`src/pkg/srr_defs.svh`:
```
// Constants for the stack, return and round execution block
`ifndef SRR_DEFS_SVH
`define SRR_DEFS_SVH
// Status word bit positions
`define SRR_C_BIT 0
`define SRR_V_BIT 1
`define SRR_Z_BIT 2
`define SRR_N_BIT 3
`define SRR_UF_BIT 4
`define SRR_LV_BIT 5
`define SRR_LUF_BIT 6
`define SRR_OVM_BIT 7
`define SRR_GIE_BIT 13
// Reset values
`define SRR_SP_RST 24'h00_0100
`define SRR_PC_RST 24'h00_0000
`define SRR_ST_RST 32'h0000_0000
// Extended-precision number layout and rounding
`define SRR_NUM_REGS 8
`define SRR_EXP_ZERO 8'h80
`define SRR_EXP_MAX 8'h7f
`define SRR_EXP_ONE 8'h01
`define SRR_RND_HALF 33'h0_0000_0080
`define SRR_LOW_MASK 32'hffff_ff00
`define SRR_SAT_MANT 32'h7fff_ff00
`define SRR_SIMM_ZERO 4'h8
`define SRR_ONE24 24'h00_0001
// Addressing modes of the round source
`define SRR_AM_REG 2'h0
`define SRR_AM_DIR 2'h1
`define SRR_AM_IND 2'h2
`define SRR_AM_IMM 2'h3
// Condition codes
`define SRR_CC_U 5'h00
`define SRR_CC_LO 5'h01
`define SRR_CC_LS 5'h02
`define SRR_CC_HI 5'h03
`define SRR_CC_HS 5'h04
`define SRR_CC_EQ 5'h05
`define SRR_CC_NE 5'h06
`define SRR_CC_LT 5'h07
`define SRR_CC_LE 5'h08
`define SRR_CC_GT 5'h09
`define SRR_CC_GE 5'h0a
`define SRR_CC_NV 5'h0c
`define SRR_CC_V 5'h0d
`define SRR_CC_NUF 5'h0e
`define SRR_CC_UF 5'h0f
`define SRR_CC_NLV 5'h10
`define SRR_CC_LV 5'h11
`define SRR_CC_NLUF 5'h12
`define SRR_CC_LUF 5'h13
`define SRR_CC_ZUF 5'h14
`endif

```
`src/pkg/srr_pkg.sv`:
```
// Types shared by the stack, return and round execution block
package srr_pkg;
  // Operations accepted on the request port
  typedef enum logic [2:0] {
    SRR_OP_LD_REG, SRR_OP_LD_ST, SRR_OP_LD_SP, SRR_OP_FLOAT_PUSH,
    SRR_OP_RETI, SRR_OP_RETS, SRR_OP_RND
  } srr_op_t;
  // Sequencer states
  typedef enum logic [1:0] {SRR_IDLE, SRR_RD, SRR_WT, SRR_FIN} srr_state_t;
  // One instruction request
  typedef struct packed {
    srr_op_t     op;
    logic [4:0]  cond;
    logic [1:0]  amode;
    logic [2:0]  src;
    logic [4:0]  dst;
    logic [23:0] addr;
    logic [7:0]  disp;
    logic        use_index;
    logic [23:0] index;
    logic [39:0] imm;
  } srr_req_t;
  // Data memory request, answered one cycle later
  typedef struct packed {
    logic        req;
    logic        we;
    logic [23:0] addr;
    logic [31:0] wdata;
  } srr_mem_t;
  // Register write-back report
  typedef struct packed {
    logic        valid;
    logic [2:0]  idx;
    logic [39:0] value;
  } srr_wb_t;
endpackage

```
`src/core/srr_exec.sv`:
```
// Execution unit for float push, conditional returns and round
//
// Behaviour
// - Float push stores upper 32 register bits
// - Push increments stack pointer, then stores
// - Float push drops lowest eight mantissa bits
// - Push source read as floating-point value
// - Taken interrupt return loads PC, sets enable
// - Global enable unmasks individually enabled interrupts
// - Taken subroutine return loads PC, decrements pointer
// - Returns accept twenty condition codes
// - Tested flags come from register-targeting instructions
// - Push and returns ignore overflow mode
// - Round to nearest single precision value
// - Exact halfway rounds to more positive
// - Two-bit field selects round source mode
// - Round updates flags only for R0-R7
// - Round sets latched underflow, else unchanged
// - Round sets latched overflow, else unchanged
// - Underflow flag on underflow or zero source
// - Negative flag follows result sign
// - Overflow flag tracks overflow in either mode
`include "srr_defs.svh"

module srr_exec (
  input  wire logic             i_clk_sys,
  input  wire logic             i_rstn,
  input  wire logic             i_req_valid,
  input  srr_pkg::srr_req_t     i_req,
  input  wire logic [31:0]      i_mem_rdata,
  input  wire logic [7:0]       i_irq_en,
  input  wire logic [7:0]       i_irq_pend,
  output logic                  o_busy,
  output logic                  o_done,
  output srr_pkg::srr_mem_t     o_mem,
  output srr_pkg::srr_wb_t      o_wb,
  output logic [23:0]           o_pc,
  output logic [23:0]           o_stack_pointer,
  output logic [31:0]           o_status_word,
  output logic [7:0]            o_irq_take
);

  ////////////////////////////////////////////////////////////////////////////
  // State
  ////////////////////////////////////////////////////////////////////////////

  // All state of the unit in one record
  typedef struct packed {
    srr_pkg::srr_state_t                   state;   // Sequencer
    logic [`SRR_NUM_REGS-1:0][39:0]        regs;    // Extended registers
    logic [23:0]                           pc;      // Program counter
    logic [23:0]                           sp;      // Stack pointer
    logic [31:0]                           st;      // Status word
    srr_pkg::srr_req_t                     req;     // Request in flight
    logic [31:0]                           data;    // Popped word
    srr_pkg::srr_mem_t                     mem;     // Memory request
    srr_pkg::srr_wb_t                      wb;      // Write-back report
    logic                                  busy;    // Multi-cycle op
    logic                                  done;    // Completion pulse
    logic [7:0]                            irq;     // Gated interrupts
  } srr_core_t;

  srr_core_t   q;          // Registered state
  srr_core_t   d;          // Next state
  logic        taken;      // Request accepted this cycle
  logic        cond_ok;    // Condition of incoming request
  logic        do_rnd;     // Round result commits this cycle
  logic [4:0]  rnd_dst;    // Round destination
  logic [39:0] rnd_src;    // Round operand, extended format
  logic [39:0] simm;       // Short immediate widened
  logic [42:0] rnd_res;    // {ovf, unf, zero, value}
  logic [31:0] push_word;  // Word a float push would store

  ////////////////////////////////////////////////////////////////////////////
  // Helpers
  ////////////////////////////////////////////////////////////////////////////

  // Condition test over the status word; unlisted codes never pass
  function automatic logic srr_cond(input logic [4:0] c, input logic [31:0] s);
    logic t;
    t = 1'b0;
    case (c)
      `SRR_CC_U:    t = 1'b1;
      `SRR_CC_LO:   t = s[`SRR_C_BIT];
      `SRR_CC_LS:   t = s[`SRR_C_BIT] | s[`SRR_Z_BIT];
      `SRR_CC_HI:   t = !s[`SRR_C_BIT] & !s[`SRR_Z_BIT];
      `SRR_CC_HS:   t = !s[`SRR_C_BIT];
      `SRR_CC_EQ:   t = s[`SRR_Z_BIT];
      `SRR_CC_NE:   t = !s[`SRR_Z_BIT];
      `SRR_CC_LT:   t = s[`SRR_N_BIT];
      `SRR_CC_LE:   t = s[`SRR_N_BIT] | s[`SRR_Z_BIT];
      `SRR_CC_GT:   t = !s[`SRR_N_BIT] & !s[`SRR_Z_BIT];
      `SRR_CC_GE:   t = !s[`SRR_N_BIT];
      `SRR_CC_NV:   t = !s[`SRR_V_BIT];
      `SRR_CC_V:    t = s[`SRR_V_BIT];
      `SRR_CC_NUF:  t = !s[`SRR_UF_BIT];
      `SRR_CC_UF:   t = s[`SRR_UF_BIT];
      `SRR_CC_NLV:  t = !s[`SRR_LV_BIT];
      `SRR_CC_LV:   t = s[`SRR_LV_BIT];
      `SRR_CC_NLUF: t = !s[`SRR_LUF_BIT];
      `SRR_CC_LUF:  t = s[`SRR_LUF_BIT];
      `SRR_CC_ZUF:  t = s[`SRR_Z_BIT] | s[`SRR_UF_BIT];
      default:      t = 1'b0;
    endcase
    return t;
  endfunction

  // Round to single precision: add half an LSB at bit 7, then truncate.
  // Adding before truncating sends exact ties toward plus infinity.
  function automatic logic [42:0] srr_round(input logic [39:0] x, input logic sat);
    logic [7:0]  e;
    logic [32:0] s;
    logic [39:0] r;
    logic        ov;
    logic        un;
    logic        z;
    e  = x[39:32];
    s  = {x[31], x[31:0]} + `SRR_RND_HALF;
    r  = {e, s[31:0] & `SRR_LOW_MASK};
    ov = 1'b0;
    un = 1'b0;
    z  = 1'b0;
    if (e == `SRR_EXP_ZERO) begin
      // Any mantissa under the zero exponent is zero; a non-zero one
      // is reported as underflow
      z = (x[31:0] == '0);
      un = !z;
      r = {`SRR_EXP_ZERO, 32'h0000_0000};
    end else if (s[32] != s[31]) begin
      // Positive mantissa carried out: value is two to the next power
      if (e == `SRR_EXP_MAX) begin
        ov = 1'b1;
        // Saturate when the mode asks for it, else the exponent wraps
        r = sat ? {`SRR_EXP_MAX, `SRR_SAT_MANT} : {`SRR_EXP_ZERO, 32'h0000_0000};
      end else begin
        r = {e + `SRR_EXP_ONE, 32'h0000_0000};
      end
    end
    return {ov, un, z, r};
  endfunction

  ////////////////////////////////////////////////////////////////////////////
  // Operand selection
  ////////////////////////////////////////////////////////////////////////////

  // Short immediate: 4-bit exponent, 12-bit signed mantissa
  always_comb begin
    simm[39:32] = (i_req.imm[15:12] == `SRR_SIMM_ZERO) ? `SRR_EXP_ZERO :
                  {{4{i_req.imm[15]}}, i_req.imm[15:12]};
    simm[31:0]  = {i_req.imm[11:0], {20{1'b0}}};
  end

  // Round operand comes from a register, the immediate or memory
  always_comb begin
    rnd_src = q.regs[i_req.src];
    rnd_dst = i_req.dst;
    do_rnd  = 1'b0;
    if (q.state == srr_pkg::SRR_WT) begin
      rnd_src = {i_mem_rdata, 8'h00};
      rnd_dst = q.req.dst;
      do_rnd  = (q.req.op == srr_pkg::SRR_OP_RND);
    end else if (taken && i_req.op == srr_pkg::SRR_OP_RND) begin
      if (i_req.amode == `SRR_AM_IMM) begin
        rnd_src = simm;
      end
      do_rnd = (i_req.amode == `SRR_AM_REG) || (i_req.amode == `SRR_AM_IMM);
    end
  end

  // Ready whenever no multi-cycle operation is in flight
  assign taken     = i_req_valid && !q.busy;
  assign cond_ok   = srr_cond(i_req.cond, q.st);
  assign rnd_res   = srr_round(rnd_src, q.st[`SRR_OVM_BIT]);
  assign push_word = q.regs[i_req.src][39:8];

  ////////////////////////////////////////////////////////////////////////////
  // Next state
  ////////////////////////////////////////////////////////////////////////////

  // Sequencer and datapath
  always_comb begin
    d          = q;
    d.done     = 1'b0;
    d.wb.valid = 1'b0;
    d.mem.req  = 1'b0;
    d.mem.we   = 1'b0;
    // Interrupts reach the core only while global enable is on
    d.irq      = i_irq_pend & i_irq_en & {8{q.st[`SRR_GIE_BIT]}};
    case (q.state)
      srr_pkg::SRR_IDLE: begin
        if (taken) begin
          d.req  = i_req;
          d.done = 1'b1;
          case (i_req.op)
            srr_pkg::SRR_OP_LD_REG: begin
              // Register load sets N and Z, which returns later test
              if (i_req.dst < 5'(`SRR_NUM_REGS)) begin
                d.regs[i_req.dst[2:0]]  = i_req.imm;
                d.st[`SRR_N_BIT]        = i_req.imm[31];
                d.st[`SRR_Z_BIT]        = (i_req.imm[31:0] == '0);
                d.st[`SRR_V_BIT]        = 1'b0;
                d.st[`SRR_UF_BIT]       = 1'b0;
                d.wb = '{valid: 1'b1, idx: i_req.dst[2:0], value: i_req.imm};
              end
            end
            srr_pkg::SRR_OP_LD_ST: begin
              d.st = i_req.imm[31:0];
            end
            srr_pkg::SRR_OP_LD_SP: begin
              d.sp = i_req.imm[23:0];
            end
            srr_pkg::SRR_OP_FLOAT_PUSH: begin
              // Pre-increment, then store at the new top; flags untouched
              d.sp        = q.sp + `SRR_ONE24;
              d.mem.req   = 1'b1;
              d.mem.we    = 1'b1;
              d.mem.addr  = q.sp + `SRR_ONE24;
              d.mem.wdata = push_word;
            end
            srr_pkg::SRR_OP_RETI, srr_pkg::SRR_OP_RETS: begin
              // False condition: finish now with nothing changed
              if (cond_ok) begin
                d.done     = 1'b0;
                d.busy     = 1'b1;
                d.state    = srr_pkg::SRR_RD;
                d.mem.req  = 1'b1;
                d.mem.addr = q.sp;
              end
            end
            srr_pkg::SRR_OP_RND: begin
              if (i_req.amode == `SRR_AM_DIR || i_req.amode == `SRR_AM_IND) begin
                d.done     = 1'b0;
                d.busy     = 1'b1;
                d.state    = srr_pkg::SRR_RD;
                d.mem.req  = 1'b1;
                d.mem.addr = (i_req.amode == `SRR_AM_DIR) ? i_req.addr :
                             i_req.addr + (i_req.use_index ? i_req.index :
                             {{16{1'b0}}, i_req.disp});
              end
            end
            default: begin
              d.done = 1'b1;
            end
          endcase
        end
      end
      srr_pkg::SRR_RD: begin
        // Memory sees the read this cycle and answers in the next
        d.state = srr_pkg::SRR_WT;
      end
      srr_pkg::SRR_WT: begin
        d.data = i_mem_rdata;
        if (q.req.op == srr_pkg::SRR_OP_RND) begin
          d.state = srr_pkg::SRR_IDLE;
          d.busy  = 1'b0;
          d.done  = 1'b1;
        end else begin
          d.state = srr_pkg::SRR_FIN;
        end
      end
      srr_pkg::SRR_FIN: begin
        // Pop: load PC from the old top, then post-decrement
        d.pc    = q.data[23:0];
        d.sp    = q.sp - `SRR_ONE24;
        if (q.req.op == srr_pkg::SRR_OP_RETI) begin
          d.st[`SRR_GIE_BIT] = 1'b1;
        end
        d.state = srr_pkg::SRR_IDLE;
        d.busy  = 1'b0;
        d.done  = 1'b1;
      end
      default: begin
        d.state = srr_pkg::SRR_IDLE;
        d.busy  = 1'b0;
      end
    endcase
    // Round commit; outside R0-R7 nothing is written and flags stay
    if (do_rnd && rnd_dst < 5'(`SRR_NUM_REGS)) begin
      d.regs[rnd_dst[2:0]]  = rnd_res[39:0];
      d.st[`SRR_LUF_BIT]    = q.st[`SRR_LUF_BIT] | rnd_res[41];
      d.st[`SRR_LV_BIT]     = q.st[`SRR_LV_BIT] | rnd_res[42];
      d.st[`SRR_UF_BIT]     = rnd_res[41] | rnd_res[40];
      d.st[`SRR_N_BIT]      = rnd_res[31];
      d.st[`SRR_V_BIT]      = rnd_res[42];
      d.wb = '{valid: 1'b1, idx: rnd_dst[2:0], value: rnd_res[39:0]};
    end
  end

  ////////////////////////////////////////////////////////////////////////////
  // Registers
  ////////////////////////////////////////////////////////////////////////////

  // Only constants load under reset
  always_ff @(posedge i_clk_sys or negedge i_rstn) begin
    if (!i_rstn) begin
      q       <= '0;
      q.state <= srr_pkg::SRR_IDLE;
      q.sp    <= `SRR_SP_RST;
      q.pc    <= `SRR_PC_RST;
      q.st    <= `SRR_ST_RST;
    end else begin
      q <= d;
    end
  end

  // Outputs straight from the state record
  assign o_busy          = q.busy;
  assign o_done          = q.done;
  assign o_mem           = q.mem;
  assign o_wb            = q.wb;
  assign o_pc            = q.pc;
  assign o_stack_pointer = q.sp;
  assign o_status_word   = q.st;
  assign o_irq_take      = q.irq;
endmodule

```
`config.mk`:
```
export PLATFORM = sky130hd
export DESIGN_NAME = srr_exec
export DESIGN_NICKNAME = d
export VERILOG_FILES = /design/src/pkg/srr_pkg.sv /design/src/core/srr_exec.sv
export VERILOG_INCLUDE_DIRS = /design/src /design/src/pkg
export SDC_FILE = /design/constraint.sdc
export NUM_CORES = 2
export LEC_CHECK = 0
export ABC_CLOCK_PERIOD_IN_PS = 10500
export BUFFER_PORTS_ARGS = -buffer_cell sky130_fd_sc_hd__buf_4
export CAP_MARGIN = 20
export CORE_MARGIN = 10
export CORE_UTILIZATION = 66
export CTS_BUF_LIST = sky130_fd_sc_hd__clkbuf_4 sky130_fd_sc_hd__clkbuf_8
export DETAILED_ROUTE_END_ITERATION = 6
export HOLD_SLACK_MARGIN = 0.02
export PLACE_DENSITY = 0.88
export SLEW_MARGIN = 20
export SYNTH_ARGS = -nofsm -noshare
export SYNTH_HDL_FRONTEND = slang
export SYNTH_SLANG_ARGS = --single-unit
```
`constraint.sdc`:
```
create_clock -name i_clk_sys -period 10.5 [get_ports i_clk_sys]
set_clock_uncertainty 0.1 [all_clocks]
set_input_delay 1.05 -clock i_clk_sys [delete_from_list [all_inputs] [get_ports i_clk_sys]]
set_output_delay 1.05 -clock i_clk_sys [all_outputs]
set_load 0.02 [all_outputs]
```
Word-level counts from Yosys, hierarchy flattened
Cells that the tools add are included.

cells by class
  $add $sub $neg = 5
  $mul = 0
  divide/modulo/power cells = 0
  $lt $le $gt $ge = 7
  equal/unequal tests = 49
  shift-type cells = 0
  multiplexer cells = 68
  bitwise logic cells = 10
  reduce and logical (&&, ||, !) cells = 45

operator list
  kind                                                 count
  two-way mux 320 bit                                  4
  bitwise mux 320 bit                                  2
  two-way mux 40 bit                                   10
  two-way mux 322 bit                                  1
  demux 40 bit (select 3 bit)                          2
  two-way mux 171 bit                                  1
  two-way mux 44 bit                                   3
  two-way mux 122 bit                                  1
  binary-select mux 40 bit (select 3 bit)              1
  two-way mux 104 bit                                  1
  two-way mux 102 bit                                  1
  two-way mux 24 bit                                   4
  one-hot mux 24 bit (2 select lines)                  2
  one-hot mux 24 bit (3 select lines)                  1
  logical NOT 32 bit                                   2
  == test 5 x 4 -> 1 bit (second input constant)       7
  adder 32 x 9 -> 33 bit (second input constant)       1
  two-way mux 32 bit                                   1
  two-way mux 27 bit                                   1
  == test 5 bit (second input constant)                5
  adder 24 x 1 -> 24 bit (second input constant)       1
  adder 24 bit                                         1
  subtractor 24 x 1 -> 24 bit (second input constant)  1
  == test 5 x 3 -> 1 bit (second input constant)       4
  49 further kinds                                     126

storage, ports and cells
  bits in registers = 653
  latch bits = 0
  bits in writable memories = 0
  memory bits (read-only) = 0
  bits of input ports = 166
  output and inout bits = 192
  logic and storage cells = 221
  memories kept = 0

Depth between registers and ports, before layout
  depth after elaboration = 11
  depth in mapped cells = 22

Least setup slack after synthesis
No wires, ideal clock.

  path type = input-to-reg
  from = input i_req[103] (netlist name)
  to = register q[492] (netlist name)
  setup time = 0.141 ns
  arrival = 4.543 ns
  data required time = 10.259 ns
  path slack = 5.716 ns
  stages = 17
  buffers on the path = 6
  path through = buf_6 -> buf_12 -> buf_6 -> buf_4 -> mux4_2 -> o21ai_0 -> ha_1 -> nand2_1 -> nor4_1 -> nand2_1 -> xor2_1 -> ha_1 -> buf_4 -> buf_1 -> a31oi_2 -> nor2_1 -> a31oi_1

RTL lines
  item             line            source
  start, declared  srr_exec.sv:29  input srr_pkg::srr_req_t i_req,
  end, declared    srr_exec.sv:63  srr_core_t q;

Final worst setup path
  from = input i_req[103] (netlist name)
  to = register q (netlist bit o_wb[16])

on the way
  longest elaborated chain between the ends = 10

RTL lines
  item                                                                                      line                              source
  binary-select mux 40 bit (select 3 bit) (*)                                               srr_exec.sv:155                   rnd_src = q.regs[i_req.src];
  two-way mux 40 bit (implied by the code) (*)                                              srr_exec.sv:155
  two-way mux 40 bit                                                                        srr_exec.sv:163                   if (i_req.amode == `SRR_AM_IMM) begin
  two-way mux 40 bit (*)                                                                    srr_exec.sv:162                   end else if (taken && i_req.op == srr_pkg::SRR_OP_RND) begin
  two-way mux 40 bit (*)                                                                    srr_exec.sv:158                   if (q.state == srr_pkg::SRR_WT) begin
  adder 32 x 9 -> 33 bit (no source line) / == test 8 x 7 -> 1 bit (equally long branches)  n/a
  != test 1 bit / two-way mux 40 bit (equally long branches)                                srr_exec.sv:129, srr_exec.sv:131
  two-way mux 40 bit                                                                        srr_exec.sv:129                   end else if (s[32] != s[31]) begin
  two-way mux 40 bit (*)                                                                    srr_exec.sv:123                   if (e == `SRR_EXP_ZERO) begin
  two-way mux 44 bit (*)                                                                    srr_exec.sv:278                   if (do_rnd && rnd_dst < 5'(`SRR_NUM_REGS)) begin

Every way passes the cells marked *; elsewhere a longest branch is shown, timed or not. The select of a mux whose other input is x is not followed.
A chain may end at the register's enable or synchronous reset.

==> flow_metrics.py <==
metrics = {
    "yosys": {
        "yosys.cell_types.count": 99,
        "synthCells": 3638,
        "yosysWarnings": 0,
        "netlist_area_um2": 32700,
        "synthArstFlopShare": 1.00,
        "syn-num-nets": 3840,
        "synth_edf_count": 0,
        "ys_seq_elements": 546,
        "ys.flop_type": "dfrtp_1",
        "syn_avg_cell_area_um2": 8.99,
        "ys_seq_area_frac": 0.418,
    },
    "worst_setup_path": {
        "max_stage_delay_ps": 850,
        "path_buf_inv": 3,
        "rrSetupSlack_ps": 5140,
        "cp-end-kind": "flip-flop",
        "cp.arrival_ps": 6340,
        "r2r_cells": 14,
        "critPathCapture": "o_wb[16]",
        "timing.rr.end": "o_wb[16]",
        "worstPathRequired_ps": 10990,
        "crit_family": "compound AO/OA/AOI/OAI gates",
        "cpMostUsedCell": "buf_4",
        "r2r-start": "o_busy",
        "critical_path.startpoint": "i_req[103]",
        "slowest_stage": "mux2i_1",
        "path_class": "in2reg",
        "cp.depth": 12,
        "crit_chain": "buf_4, buf_4, mux4_2, mux2i_1, a21oi_1, nand4_1, or4_1, a21boi_4, buf_4, o21a_1, nor2_1, a31oi_1",
        "cp_max_fo": 35,
        "cp-start-kind": "input pin",
    },
    "cells_and_area": {
        "nNetsFinal": 3852,
        "post_route_cells_drive_above_1_share": 0.228,
        "final_util": 0.735,
        "area_growth_pct": 9.97,
        "final_cell_mix": "718 x nand2_1, 545 x dfrtp_1, 405 x buf_4",
        "layout_commonest_cell": "nand2_1",
    },
    "cts": {
        "insertion_delay_ps": 730,
        "cts_resized": 0,
        "post_cts_buffers": 0,
        "cts_buffers": 91,
        "cts.clk_slew.worst_paths_ps": 70,
        "cts_buffer_depth": 3,
        "cts_sinks": 546,
        "postCtsHoldBufs": 0,
        "cts_root_buffer": "clkbuf_8",
        "cts_tree": "built",
        "htree_levels": 3,
    },
    "hold_path": {
        "hold_path_class": "in2async",
    },
    "die": {
        "initial_core_util": 0.668,
        "die_h_um": 243,
        "die_x_um": 243,
        "ioPinCount": 358,
        "core_area_um2": 49000,
        "rows": 81,
        "die_area_um2": 58900,
    },
    "grt": {
        "grt_max_degree": 167,
        "grt_pass1_wl_um": 175000,
        "antenna_found_initial": 14,
        "grt_usage": 0.380,
        "grt_pass1_vias": 29200,
        "gr-total-overflow": 0,
    },
    "power_and_ir_drop": {
        "ir_drop_uv": 151,
        "p_total_w": 0.00986,
        "total_leakage_power_nw": 16.0,
        "p_per_area_nw_per_um2": 274,
    },
    "placed_design": {
        "dp_slack_ps": 4230,
        "io_buffers": 357,
        "dp_hpwl_um": 74400,
        "gp_congestion": 0.989,
    },
    "route": {
        "drt_iter0_markers": 4541,
        "vias": 30200,
        "drc": 1,
        "ant_nets": 0,
        "first_pass_iters": 7,
        "wl_per_cell_um": 26.6,
        "wirelength_um": 117000,
        "viasPerCell": 6.88,
    },
    "sta": {
        "finalSetupTns_ps": 0,
        "slew_headroom": 0.267,
        "finalWorstSetupSlack_ps": 4650,
        "slew_viol_final": 0,
        "setup_violations": 0,
        "period_share": 0.557,
        "worstMarginPinSlew_ps": 1070,
        "grt_setup_unrepaired": "false",
        "max_freq_ghz": 0.171,
        "hold_violations": 0,
        "finalCriticalPeriod_ps": 5850,
        "whs_ps": 301,
    },
    "run": {
        "maxCapViolCount": 0,
    },
    "run_status": {
        "status": "complete, but fails checks",
        "violations": "DRC",
    },
}
how the worst min path moves through the flow:
| stage | startpoint | endpoint | slack [ps] | cells after the start |
|---|---|---|---|---|
| floorplan | q[258] | q[258] | 340 | 2 |
| global placement | q[258] | q[258] | 350 | 2 |
| finish | i_rstn | q[454] | 300 | 1 |
| global route | i_rstn | q[454] | 370 | 1 |
| detailed placement | q[258] | q[258] | 360 | 2 |
| CTS | i_rstn | q[425] | 330 | 1 |
Yosys cell counts, drive strengths merged, types with 69 or more instances:
library cell,n,area [µm²]
nand2,721,2710
mux2i,114,1140
nor2,160,601
a31oi,69,453
a211oi,114,856
and2,105,657
o21ai,211,1220
buf,254,1890
a21oi,369,2150
dfrtp,545,13600
and3,104,651
clkbuf,234,880
layout make-up:
type                       instances  area (µm²)
tap                              664         831
clock buffer                     143        1770
sequential                       546       13700
clock inverter                    21         161
inverter                          48         180
timing repair buffer             407        3080
antenna                           11        27.5
multi-input combinational       2556       16300
fill                            3451       13000
sequential cells by signal, indices dropped and copies added (netlist names):
signal,cells
q,354
o_mem,58
o_wb,44
o_status_word,32
o_pc,24
o_stack_pointer,24
o_irq_take,8
o_busy,1
o_done,1
routing by layer:
layer / share of wire / vias to the layer above / GRT usage
li1: - / 12600 / -
met1: 0.34 / 14300 / 0.460
met2: 0.43 / 2638 / 0.553
met3: 0.15 / 648 / 0.149
met4: 0.075 / 4 / 0.262
met5: 0.00026 / - / 0
logic make-up (layout without fill, tap and decap cells):
family          after synthesis  count (layout)  synth area share
mux                         221             221            0.0903
fa+ha+maj                    36              36            0.0140
simple gates               1320            1320             0.187
other cells                   0              11                 0
compound gates              915             915             0.184
flops                       546             546             0.418
xor+xnor                     64              64            0.0171
buf+inv                     536             619            0.0902
stage by stage:
stage / cells / instance area, µm²
finish: 4396 / 36000
global route: 4394 / 36000
CTS: 4385 / 35900
detailed placement: 4221 / 34000
global placement: 4221 / 34000
floorplan: 3638 / 32700
worst register-to-register path: cells and delay by family (launching register included):
family	cells	cell delay, ps
adder cells (fa/ha/maj)	1	320
AND/OR/NAND/NOR	5	1530
buffers and inverters	1	430
flip-flops	1	430
AO/OA/AOI/OAI	7	2430
power by group:
part	total [W]	switching (W)	internal, W
Sequential	0.00344	0.000577	0.00286
Clock	0.00202	0.000935	0.00108
Combinational	0.00440	0.00276	0.00164
Note: power is estimated with default switching activity, not from simulation.
